## config.mk

```make
export PLATFORM = sky130hd
export DESIGN_NAME = cpu_status_flag_unit
export DESIGN_NICKNAME = d
export VERILOG_FILES = /design/src/rtl/status_flag_pkg.sv /design/src/rtl/acc_flag_unit.sv /design/src/rtl/cpu_status_flag_unit.sv
export SDC_FILE = /design/constraint.sdc
export NUM_CORES = 1
export LEC_CHECK = 0
export ABC_CLOCK_PERIOD_IN_PS = 2950
export BUFFER_PORTS_ARGS = -buffer_cell sky130_fd_sc_hd__buf_2
export CORE_AREA = 2 2 125 127
export CTS_CLUSTER_SIZE = 16
export DETAILED_ROUTE_END_ITERATION = 6
export DIE_AREA = 0 0 127 129
export PLACE_DENSITY = 0.79
export SYNTH_ARGS = -nofsm -noshare
export SYNTH_HDL_FRONTEND = slang
export SYNTH_SLANG_ARGS = --single-unit
```

## constraint.sdc

```tcl
create_clock -name sys_clk -period 2.95 [get_ports sys_clk]
set_input_delay 0.295 -clock sys_clk [delete_from_list [all_inputs] [get_ports sys_clk]]
set_output_delay 0.295 -clock sys_clk [all_outputs]
set_load 0.01 [all_outputs]
```

## src/rtl/status_flag_pkg.sv

```systemverilog
// Constants for the CPU status-flag unit: register offsets, field positions, resets.
// Assumes a plain register port with one-cycle-late read data.
package status_flag_pkg;

   // ==========================================================================
   // Register offsets
   localparam logic [7:0] SYS_FLAGS_ADDR = 8'h00;
   localparam logic [7:0] ACC_FLAGS_ADDR = 8'h01;
   localparam logic [7:0] COMM_FLAGS_ADDR = 8'h02;
   localparam logic [7:0] CONTROL_ADDR = 8'h03;
   localparam logic [7:0] SYNTAX_CODE_ADDR = 8'h04;
   localparam logic [7:0] SYS_CLEAR_ADDR = 8'h05;

   // ==========================================================================
   // Widths
   localparam int SLOT_COUNT = 8;
   localparam int SYS_WIDTH = 10;
   localparam int ACC_WIDTH = 15;

   // ==========================================================================
   // System flag positions
   localparam int CRIT_BIT = 0;
   localparam int WARN_BIT = 1;
   localparam int BATT_BIT = 2;
   localparam int COMM_BIT = 3;
   localparam int CFG_BIT = 4;
   localparam int FAULT_BIT = 5;
   localparam int WDOG_BIT = 6;
   localparam int SYNTAX_BIT = 7;
   localparam int SOLVE_BIT = 8;
   localparam int SMART_BIT = 9;

   // ==========================================================================
   // Accumulator flag positions
   localparam int LT_BIT = 0;
   localparam int EQ_BIT = 1;
   localparam int GT_BIT = 2;
   localparam int ZERO_BIT = 3;
   localparam int B16_BIT = 4;
   localparam int B32_BIT = 5;
   localparam int C16_BIT = 6;
   localparam int C32_BIT = 7;
   localparam int SIGN_BIT = 8;
   localparam int OCT_BIT = 9;
   localparam int REAL_BIT = 10;
   localparam int OVF_BIT = 11;
   localparam int UNF_BIT = 12;
   localparam int BCD_BIT = 13;
   localparam int LDZ_BIT = 14;

   // ==========================================================================
   // Communication flag positions and control field
   localparam int P2_ACT_BIT = 0;
   localparam int P2_ERR_BIT = 1;
   localparam int SLOT_BASE = 2;
   localparam int CFG_CHECK_EN_BIT = 0;

   // ==========================================================================
   // Reset values
   localparam logic [15:0] SYNTAX_CODE_RESET = 16'h0000;
   localparam logic CFG_CHECK_RESET = 1'b0;

endpackage : status_flag_pkg

```

## src/rtl/acc_flag_unit.sv

```systemverilog
// Accumulator-derived status flags, updated when an instruction completes.
// Assumes the instruction executor presents its result with a one-cycle done strobe.
`timescale 1ns/1ps
module acc_flag_unit (
   input wire logic sys_clk,
   input wire logic rst,
   input wire logic instr_done,
   input wire logic [31:0] acc_value,
   input wire logic [31:0] operand_value,
   input wire logic is_compare,
   input wire logic is_add16,
   input wire logic is_add32,
   input wire logic is_sub16,
   input wire logic is_sub32,
   input wire logic is_load,
   input wire logic [31:0] arith_a,
   input wire logic [31:0] arith_b,
   input wire logic octal_invalid,
   input wire logic real_invalid,
   input wire logic real_underflow,
   input wire logic bcd_invalid,
   output logic [14:0] flags
);

   // ==========================================================================
   // Arithmetic evaluation
   logic [16:0] sum16;
   logic [32:0] sum32;
   logic [16:0] diff16;
   logic [32:0] diff32;
   logic ovf_add;
   logic ovf_sub;
   logic [14:0] next_flags;

   assign sum16 = {1'b0, arith_a[15:0]} + {1'b0, arith_b[15:0]};
   assign sum32 = {1'b0, arith_a} + {1'b0, arith_b};
   assign diff16 = {1'b0, arith_a[15:0]} - {1'b0, arith_b[15:0]};
   assign diff32 = {1'b0, arith_a} - {1'b0, arith_b};
   assign ovf_add = (arith_a[31] == arith_b[31]) && (sum32[31] != arith_a[31]);
   assign ovf_sub = (arith_a[31] != arith_b[31]) && (diff32[31] != arith_a[31]);

   // Next flag set for the completing instruction
   always_comb begin
      next_flags = flags;
      next_flags[status_flag_pkg::LT_BIT] = 1'b0;
      next_flags[status_flag_pkg::EQ_BIT] = 1'b0;
      next_flags[status_flag_pkg::GT_BIT] = 1'b0;
      if (is_compare) begin
         if (acc_value < operand_value) begin
            next_flags[status_flag_pkg::LT_BIT] = 1'b1;
         end else if (acc_value == operand_value) begin
            next_flags[status_flag_pkg::EQ_BIT] = 1'b1;
         end else begin
            next_flags[status_flag_pkg::GT_BIT] = 1'b1;
         end
      end else begin
         next_flags[2:0] = flags[2:0];
      end
      next_flags[status_flag_pkg::ZERO_BIT] = (acc_value == 32'h0000_0000);
      next_flags[status_flag_pkg::B16_BIT] = is_sub16 & diff16[16];
      next_flags[status_flag_pkg::B32_BIT] = is_sub32 & diff32[32];
      next_flags[status_flag_pkg::C16_BIT] = is_add16 & sum16[16];
      next_flags[status_flag_pkg::C32_BIT] = is_add32 & sum32[32];
      next_flags[status_flag_pkg::SIGN_BIT] = acc_value[31];
      next_flags[status_flag_pkg::OCT_BIT] = octal_invalid;
      next_flags[status_flag_pkg::REAL_BIT] = real_invalid;
      next_flags[status_flag_pkg::UNF_BIT] = real_underflow;
      next_flags[status_flag_pkg::OVF_BIT] = (is_add32 & ovf_add) | (is_sub32 & ovf_sub);
      next_flags[status_flag_pkg::BCD_BIT] = bcd_invalid;
      next_flags[status_flag_pkg::LDZ_BIT] = is_load & (acc_value == 32'h0000_0000);
   end

   // Flags latch on completion and hold between instructions
   always_ff @(posedge sys_clk or posedge rst) begin
      if (rst) begin
         flags <= 15'h0000;
      end else if (instr_done) begin
         flags <= next_flags;
      end
   end
endmodule : acc_flag_unit

```

## src/rtl/cpu_status_flag_unit.sv

```systemverilog
// Top of the CPU status-flag unit: system error flags, port and slot flags, registers.
// Assumes all event inputs are synchronous to sys_clk; events are single-cycle or level.
`timescale 1ns/1ps
module cpu_status_flag_unit (
   input wire logic sys_clk,
   input wire logic rst,
   // Register port
   input wire logic [7:0] reg_addr,
   input wire logic [31:0] reg_wdata,
   input wire logic reg_write,
   input wire logic reg_read,
   output logic [31:0] reg_rdata,
   // System fault events
   input wire logic critical_fault,
   input wire logic noncritical_fault,
   input wire logic battery_low_detect,
   input wire logic config_mismatch,
   input wire logic fault_instr_exec,
   input wire logic watchdog_expired,
   input wire logic syntax_error_event,
   input wire logic [15:0] syntax_error_code,
   input wire logic logic_solve_fail,
   input wire logic smart_module_fault,
   // Accumulator side of the instruction executor
   input wire logic instr_done,
   input wire logic [31:0] acc_value,
   input wire logic [31:0] operand_value,
   input wire logic is_compare,
   input wire logic is_add16,
   input wire logic is_add32,
   input wire logic is_sub16,
   input wire logic is_sub32,
   input wire logic is_load,
   input wire logic [31:0] arith_a,
   input wire logic [31:0] arith_b,
   input wire logic octal_invalid,
   input wire logic real_invalid,
   input wire logic real_underflow,
   input wire logic bcd_invalid,
   // Ports and slots
   input wire logic port_two_busy,
   input wire logic port_two_comm_error,
   input wire logic other_port_comm_error,
   input wire logic [7:0] slot_busy,
   input wire logic [7:0] slot_comm_error,
   input wire logic network_write_instr,
   input wire logic network_read_instr,
   input wire logic [2:0] network_slot,
   // Flag outputs
   output logic [9:0] sys_flags,
   output logic [14:0] acc_flags,
   output logic port_two_active_flag,
   output logic port_two_error_flag,
   output logic [7:0] slot_busy_flag,
   output logic [7:0] slot_error_flag,
   output logic [15:0] syntax_code
);

   // ==========================================================================
   // Control register
   logic cfg_check_en;
   logic sys_clear_hit;
   logic [9:0] sys_clear_mask;

   assign sys_clear_hit = reg_write && (reg_addr == status_flag_pkg::SYS_CLEAR_ADDR);
   assign sys_clear_mask = sys_clear_hit ? reg_wdata[9:0] : 10'h000;

   // Software enables the power-up configuration check
   always_ff @(posedge sys_clk or posedge rst) begin
      if (rst) begin
         cfg_check_en <= status_flag_pkg::CFG_CHECK_RESET;
      end else if (reg_write && reg_addr == status_flag_pkg::CONTROL_ADDR) begin
         cfg_check_en <= reg_wdata[status_flag_pkg::CFG_CHECK_EN_BIT];
      end
   end

   // ==========================================================================
   // System error flags: events set, software write-one clears, set wins; the battery bit only follows battery_low_detect
   logic [9:0] sys_events;
   logic any_port_err;

   assign any_port_err = port_two_comm_error | other_port_comm_error;

   always_comb begin
      sys_events = 10'h000;
      sys_events[status_flag_pkg::CRIT_BIT] = critical_fault;
      sys_events[status_flag_pkg::WARN_BIT] = noncritical_fault | battery_low_detect;
      sys_events[status_flag_pkg::BATT_BIT] = 1'b0;
      sys_events[status_flag_pkg::COMM_BIT] = any_port_err;
      sys_events[status_flag_pkg::CFG_BIT] = config_mismatch & cfg_check_en;
      sys_events[status_flag_pkg::FAULT_BIT] = fault_instr_exec;
      sys_events[status_flag_pkg::WDOG_BIT] = watchdog_expired;
      sys_events[status_flag_pkg::SYNTAX_BIT] = syntax_error_event;
      sys_events[status_flag_pkg::SOLVE_BIT] = logic_solve_fail;
      sys_events[status_flag_pkg::SMART_BIT] = smart_module_fault;
   end

   // Sticky bits, battery bit follows its input directly
   genvar gi;
   generate
      for (gi = 0; gi < status_flag_pkg::SYS_WIDTH; gi++) begin : g_sys
         if (gi == status_flag_pkg::BATT_BIT) begin : g_level
            always_ff @(posedge sys_clk or posedge rst) begin
               if (rst) begin
                  sys_flags[gi] <= 1'b0;
               end else begin
                  sys_flags[gi] <= battery_low_detect;
               end
            end
         end else if (gi == status_flag_pkg::CFG_BIT) begin : g_cfg
            always_ff @(posedge sys_clk or posedge rst) begin
               if (rst) begin
                  sys_flags[gi] <= 1'b0;
               end else if (!cfg_check_en) begin
                  sys_flags[gi] <= 1'b0;
               end else if (sys_events[gi]) begin
                  sys_flags[gi] <= 1'b1;
               end else if (sys_clear_mask[gi]) begin
                  sys_flags[gi] <= 1'b0;
               end
            end
         end else begin : g_sticky
            always_ff @(posedge sys_clk or posedge rst) begin
               if (rst) begin
                  sys_flags[gi] <= 1'b0;
               end else if (sys_events[gi]) begin
                  sys_flags[gi] <= 1'b1;
               end else if (sys_clear_mask[gi]) begin
                  sys_flags[gi] <= 1'b0;
               end
            end
         end
      end
   endgenerate

   // Syntax error code word captured with the event
   always_ff @(posedge sys_clk or posedge rst) begin
      if (rst) begin
         syntax_code <= status_flag_pkg::SYNTAX_CODE_RESET;
      end else if (syntax_error_event) begin
         syntax_code <= syntax_error_code;
      end
   end

   // ==========================================================================
   // Accumulator flags
   acc_flag_unit i_acc_flag_unit (
      .sys_clk(sys_clk),
      .rst(rst),
      .instr_done(instr_done),
      .acc_value(acc_value),
      .operand_value(operand_value),
      .is_compare(is_compare),
      .is_add16(is_add16),
      .is_add32(is_add32),
      .is_sub16(is_sub16),
      .is_sub32(is_sub32),
      .is_load(is_load),
      .arith_a(arith_a),
      .arith_b(arith_b),
      .octal_invalid(octal_invalid),
      .real_invalid(real_invalid),
      .real_underflow(real_underflow),
      .bcd_invalid(bcd_invalid),
      .flags(acc_flags)
   );

   // ==========================================================================
   // Port two and slot flags
   // Port two activity follows the port; error is sticky until cleared
   always_ff @(posedge sys_clk or posedge rst) begin
      if (rst) begin
         port_two_active_flag <= 1'b0;
         port_two_error_flag <= 1'b0;
      end else begin
         port_two_active_flag <= port_two_busy;
         if (port_two_comm_error) begin
            port_two_error_flag <= 1'b1;
         end else if (reg_write && reg_addr == status_flag_pkg::COMM_FLAGS_ADDR &&
                      reg_wdata[status_flag_pkg::P2_ERR_BIT]) begin
            port_two_error_flag <= 1'b0;
         end
      end
   end

   // Per-slot busy level and sticky error
   generate
      for (gi = 0; gi < status_flag_pkg::SLOT_COUNT; gi++) begin : g_slot
         always_ff @(posedge sys_clk or posedge rst) begin
            if (rst) begin
               slot_busy_flag[gi] <= 1'b0;
               slot_error_flag[gi] <= 1'b0;
            end else begin
               slot_busy_flag[gi] <= slot_busy[gi];
               if (slot_comm_error[gi]) begin
                  slot_error_flag[gi] <= 1'b1;
               end else if (reg_write && reg_addr == status_flag_pkg::COMM_FLAGS_ADDR &&
                            reg_wdata[status_flag_pkg::SLOT_BASE + 2 * gi + 1]) begin
                  slot_error_flag[gi] <= 1'b0;
               end
            end
         end
      end
   endgenerate

   // ==========================================================================
   // Register read port
   logic [31:0] comm_word;

   always_comb begin
      comm_word = 32'h0000_0000;
      comm_word[status_flag_pkg::P2_ACT_BIT] = port_two_active_flag;
      comm_word[status_flag_pkg::P2_ERR_BIT] = port_two_error_flag;
      for (int i = 0; i < status_flag_pkg::SLOT_COUNT; i++) begin
         comm_word[status_flag_pkg::SLOT_BASE + 2 * i] = slot_busy_flag[i];
         comm_word[status_flag_pkg::SLOT_BASE + 2 * i + 1] = slot_error_flag[i];
      end
   end

   // Read data stand in the cycle after the strobe only
   always_ff @(posedge sys_clk or posedge rst) begin
      if (rst) begin
         reg_rdata <= 32'h0000_0000;
      end else if (reg_read) begin
         case (reg_addr)
            status_flag_pkg::SYS_FLAGS_ADDR: reg_rdata <= {22'h00_0000, sys_flags};
            status_flag_pkg::ACC_FLAGS_ADDR: reg_rdata <= {17'h0_0000, acc_flags};
            status_flag_pkg::COMM_FLAGS_ADDR: reg_rdata <= comm_word;
            status_flag_pkg::CONTROL_ADDR: reg_rdata <= {31'h0000_0000, cfg_check_en};
            status_flag_pkg::SYNTAX_CODE_ADDR: reg_rdata <= {16'h0000, syntax_code};
            default: reg_rdata <= 32'h0000_0000;
         endcase
      end else begin
         reg_rdata <= 32'h0000_0000;
      end
   end
endmodule : cpu_status_flag_unit

```

==> metrics.log <==
INFO  metric cts_buffer_depth = 2
INFO  metric placed_cell_area = 7080 µm²
INFO  metric drt_pre_antenna_iters = 6
INFO  metric max_freq = 465 MHz
INFO  metric final_min_period_over_clock_period = 72.9%
INFO  metric wirelength = 17000 µm
INFO  metric worstSetupPathType = in -> reg
INFO  metric num-fill-cells = 1414
INFO  metric grt_setup_unrepaired = no
INFO  metric most_area_consuming_cells_after_synthesis = dfrtp_1, ha_1, inv_1
INFO  metric die_w = 127 µm
INFO  metric estimated_wirelength_of_the_detail_placed_design = 14500 µm
INFO  metric initial_antenna_violation_count = 1
INFO  metric core_area = 15000 µm²
INFO  metric post_synth_instance_area = 5520 µm²
INFO  metric worst_path_largest_cell_delay = 410 ps
INFO  metric netlist.top_cell.by_area = dfrtp_1
INFO  metric cts_tree = done
INFO  metric grt_max_degree = 48
INFO  metric period_minus_slack = 2150 ps
INFO  metric final_nets = 1183
INFO  metric finClkSkew = 7.37 ps
INFO  metric total_power = 2.90 mW
INFO  metric number_of_global_route_vias_before_repair = 5134
INFO  metric vias = 5361
INFO  metric synth.most_common_cell = ha_1
INFO  metric std_cell_rows = 45
INFO  metric hold_buffers = 0
INFO  metric cts-resized-gates = 0
INFO  metric critical_path.endpoint_type = register
INFO  metric synth_enable_flop_cells = 0
INFO  metric synth.yosys.warnings = 0
INFO  metric holdCritPathClass = in -> reg
INFO  metric final_layout_size_suffix_gt1_share = 39.1%
INFO  metric synth_largest_type_area_fraction = 35.4%
INFO  metric slew-limit-headroom = 45.6%
INFO  metric detail_route.wl_per_cell = 16.2 µm
INFO  metric global_route_usage_over_all_layers = 19.9%
INFO  metric fin_area = 7380 µm²
INFO  metric cp-startpoint = arith_b[5]
INFO  metric clkSinkCount = 78
INFO  metric p_per_area = 393 nW/µm²
INFO  metric syn_inst_count = 571
INFO  metric grt_first_pass_wirelength = 25600 µm
INFO  metric dominantRegCellSynth = dfrtp_1
INFO  metric die_y_extent = 129 µm
INFO  metric hp-start = slot_busy[5]
INFO  metric design.die.area = 16400 µm²
INFO  metric postCtsSetupRepairBufs = 0
INFO  metric power_leakage = 3.99 nW
INFO  metric hold_viol_final = 0
INFO  metric cts_made_buffers = 9
INFO  metric synth_area_per_cell = 9.67 µm²
INFO  metric area.growth.synth_to_final = 33.7%
INFO  metric finalSetupViolCount = 0
INFO  metric clock_latency = 330 ps
INFO  metric port_buffers = 284
INFO  metric synth_seq_area_share = 35.4%
INFO  metric worst-slew-pin-transition = 816 ps
INFO  metric io_pins = 323
INFO  metric async_reset_ff_share = 100%
INFO  metric start_util = 36.9%
INFO  metric timing.critical_path.arrival = 2370 ps
INFO  metric detail_route.drc_violations = 0
INFO  metric path_buf_inv = 2
INFO  metric cts.htree.levels = 3
INFO  metric clk_pin_slew_worst_paths = 60 ps
INFO  metric rr_startpoint = sys_flags[0]$_DFFE_PP0P_
INFO  metric antenna_violating_nets_post_route = 0
INFO  metric vias_per_cell = 5.11
INFO  metric ir_drop = 0.264 mV
INFO  metric report.final.slew_viol_count = 0
INFO  metric cts-root-buf = clkbuf_16
INFO  metric critical_path_top_delay_cell = o311ai_0
INFO  metric overflow = 0
INFO  metric antennaDiodeCount = 0
INFO  metric crit_required = 3170 ps
INFO  metric cap_viol_max_count = 0
INFO  metric routabilityCongestion = 0.812
INFO  metric critPathTopFamily = compound AO/OA/AOI/OAI gates
INFO  metric path_max_fanout = 4
INFO  metric startpoint_type = input pin
INFO  metric ordered_cell_list_for_the_critical_path = buf_2, inv_1, ha_1, a211oi_1, o22ai_1, nor3_1, a211oi_1, o311ai_0, nand2_1, xnor2_1, o311ai_0
INFO  metric run_status = complete, no violations
INFO  metric synth.ff_latch_count = 78
INFO  metric dr.first_iter.drc_count = 298
INFO  metric synth_commonest_cells = ha_1, inv_1, dfrtp_1
INFO  metric synth_cell_types = 51
INFO  metric setup_total_negative_slack = 0 ps
[per-stage QoR]
| step | cells | worst slack [ps] | hold slack, ps | utilization, % |
|---|---|---|---|---|
| after floorplan | 584 | 660 | 326 | - |
| after global placement | 1034 | 398 | 404 | 47.2 |
| after detailed placement | 1034 | 399 | 405 | 47.2 |
| after CTS | 1050 | 759 | 54.6 | 49.3 |
| after global routing | 1050 | 493 | 48.3 | 49.3 |
| final | 1050 | 800 | 62.3 | 49.3 |
[layer usage]
metal,track usage (%),part of all wire [%]
met2,37.3,51
met3,4.74,8.7
met4,5.75,1.4
met1,22.6,38
met5,0,0.077
[layout by cell type (no fill, tap or decap), types with 2 or more instances in the layout]
cell,count
buf_4,4
nor2_1,23
nand2_1,39
o211ai_1,3
a21o_1,32
o21bai_1,3
a31oi_1,3
ha_1,94
inv_1,81
and2_1,2
and3_1,3
a211o_1,2
conb_1,14
clkbuf_16,9
nand3_1,7
a222oi_1,14
nor3_1,7
a22oi_1,2
o21ai_0,19
nor3_4,3
nand4_1,14
o31ai_1,5
a21oi_1,39
nor2b_1,5
clkinv_2,2
mux2_2,24
nand2b_1,2
dfrtp_1,78
nor4_1,14
a211oi_1,5
clkinvlp_4,2
o311ai_0,2
buf_2,284
[worst paths after layout]
path	endpoint	slack, ps	cells past startpoint
setup / recovery	i_acc_flag_unit.flags[11]$_DFFE_PP0P_	800	11
hold / removal	slot_busy_flag[5]$_DFF_PP0_	60	1
setup reg to reg	reg_rdata[0]$_DFF_PP0_	1890	4
hold reg to reg	slot_error_flag[6]$_DFFE_PP0P_	500	1
max in group asynchronous	syntax_code[1]$_DFFE_PP0P_	2130	3
min in group asynchronous	reg_rdata[17]$_DFF_PP0_	80	2
[registers in the layout, indices dropped and copies added (netlist names)]
name                   cells
cfg_check_en               1
i_acc_flag_unit.flags     15
port_two_active_flag       1
port_two_error_flag        1
reg_rdata                 18
slot_busy_flag             8
slot_error_flag            8
syntax_code               16
sys_flags                 10
[logic make-up after synthesis]
family / after synthesis / share of synthesized area [%]
other: 1 / 0.0679
XOR/XNOR: 1 / 0.159
AO/OA/AOI/OAI: 136 / 16.7
multiplexers: 25 / 5.08
AND/OR/NAND/NOR: 128 / 12.5
flip-flops: 78 / 35.4
buffers and inverters: 108 / 8.84
adder cells (fa/ha/maj): 94 / 21.3
[worst reg2reg max path, stage by stage (launching register included)]
cell     delay, ps
dfrtp_1        410
mux2i_1        160
o21ai_0        100
a22oi_1        150
a21oi_1         90
[power breakdown]
group / leakage, nW / switching [mW] / internal, mW
logic: 2.93 / 0.334 / 0.300
registers: 0.921 / 0.0443 / 1.12
clock network: 0.142 / 0.425 / 0.678
[cell type report]
class / count / area [µm²] / share of cell area, %
multi-input cells: 398 / 3130 / 42.4
flip-flops and latches: 78 / 1950 / 26.5
repair buffers: 288 / 1450 / 19.7
inverters: 82 / 309 / 4.19
clock buffers: 11 / 243 / 3.29
well taps: 188 / 235 / 3.19
clock inverters: 5 / 58.8 / 0.797
Power figures use the tool's default switching activity.
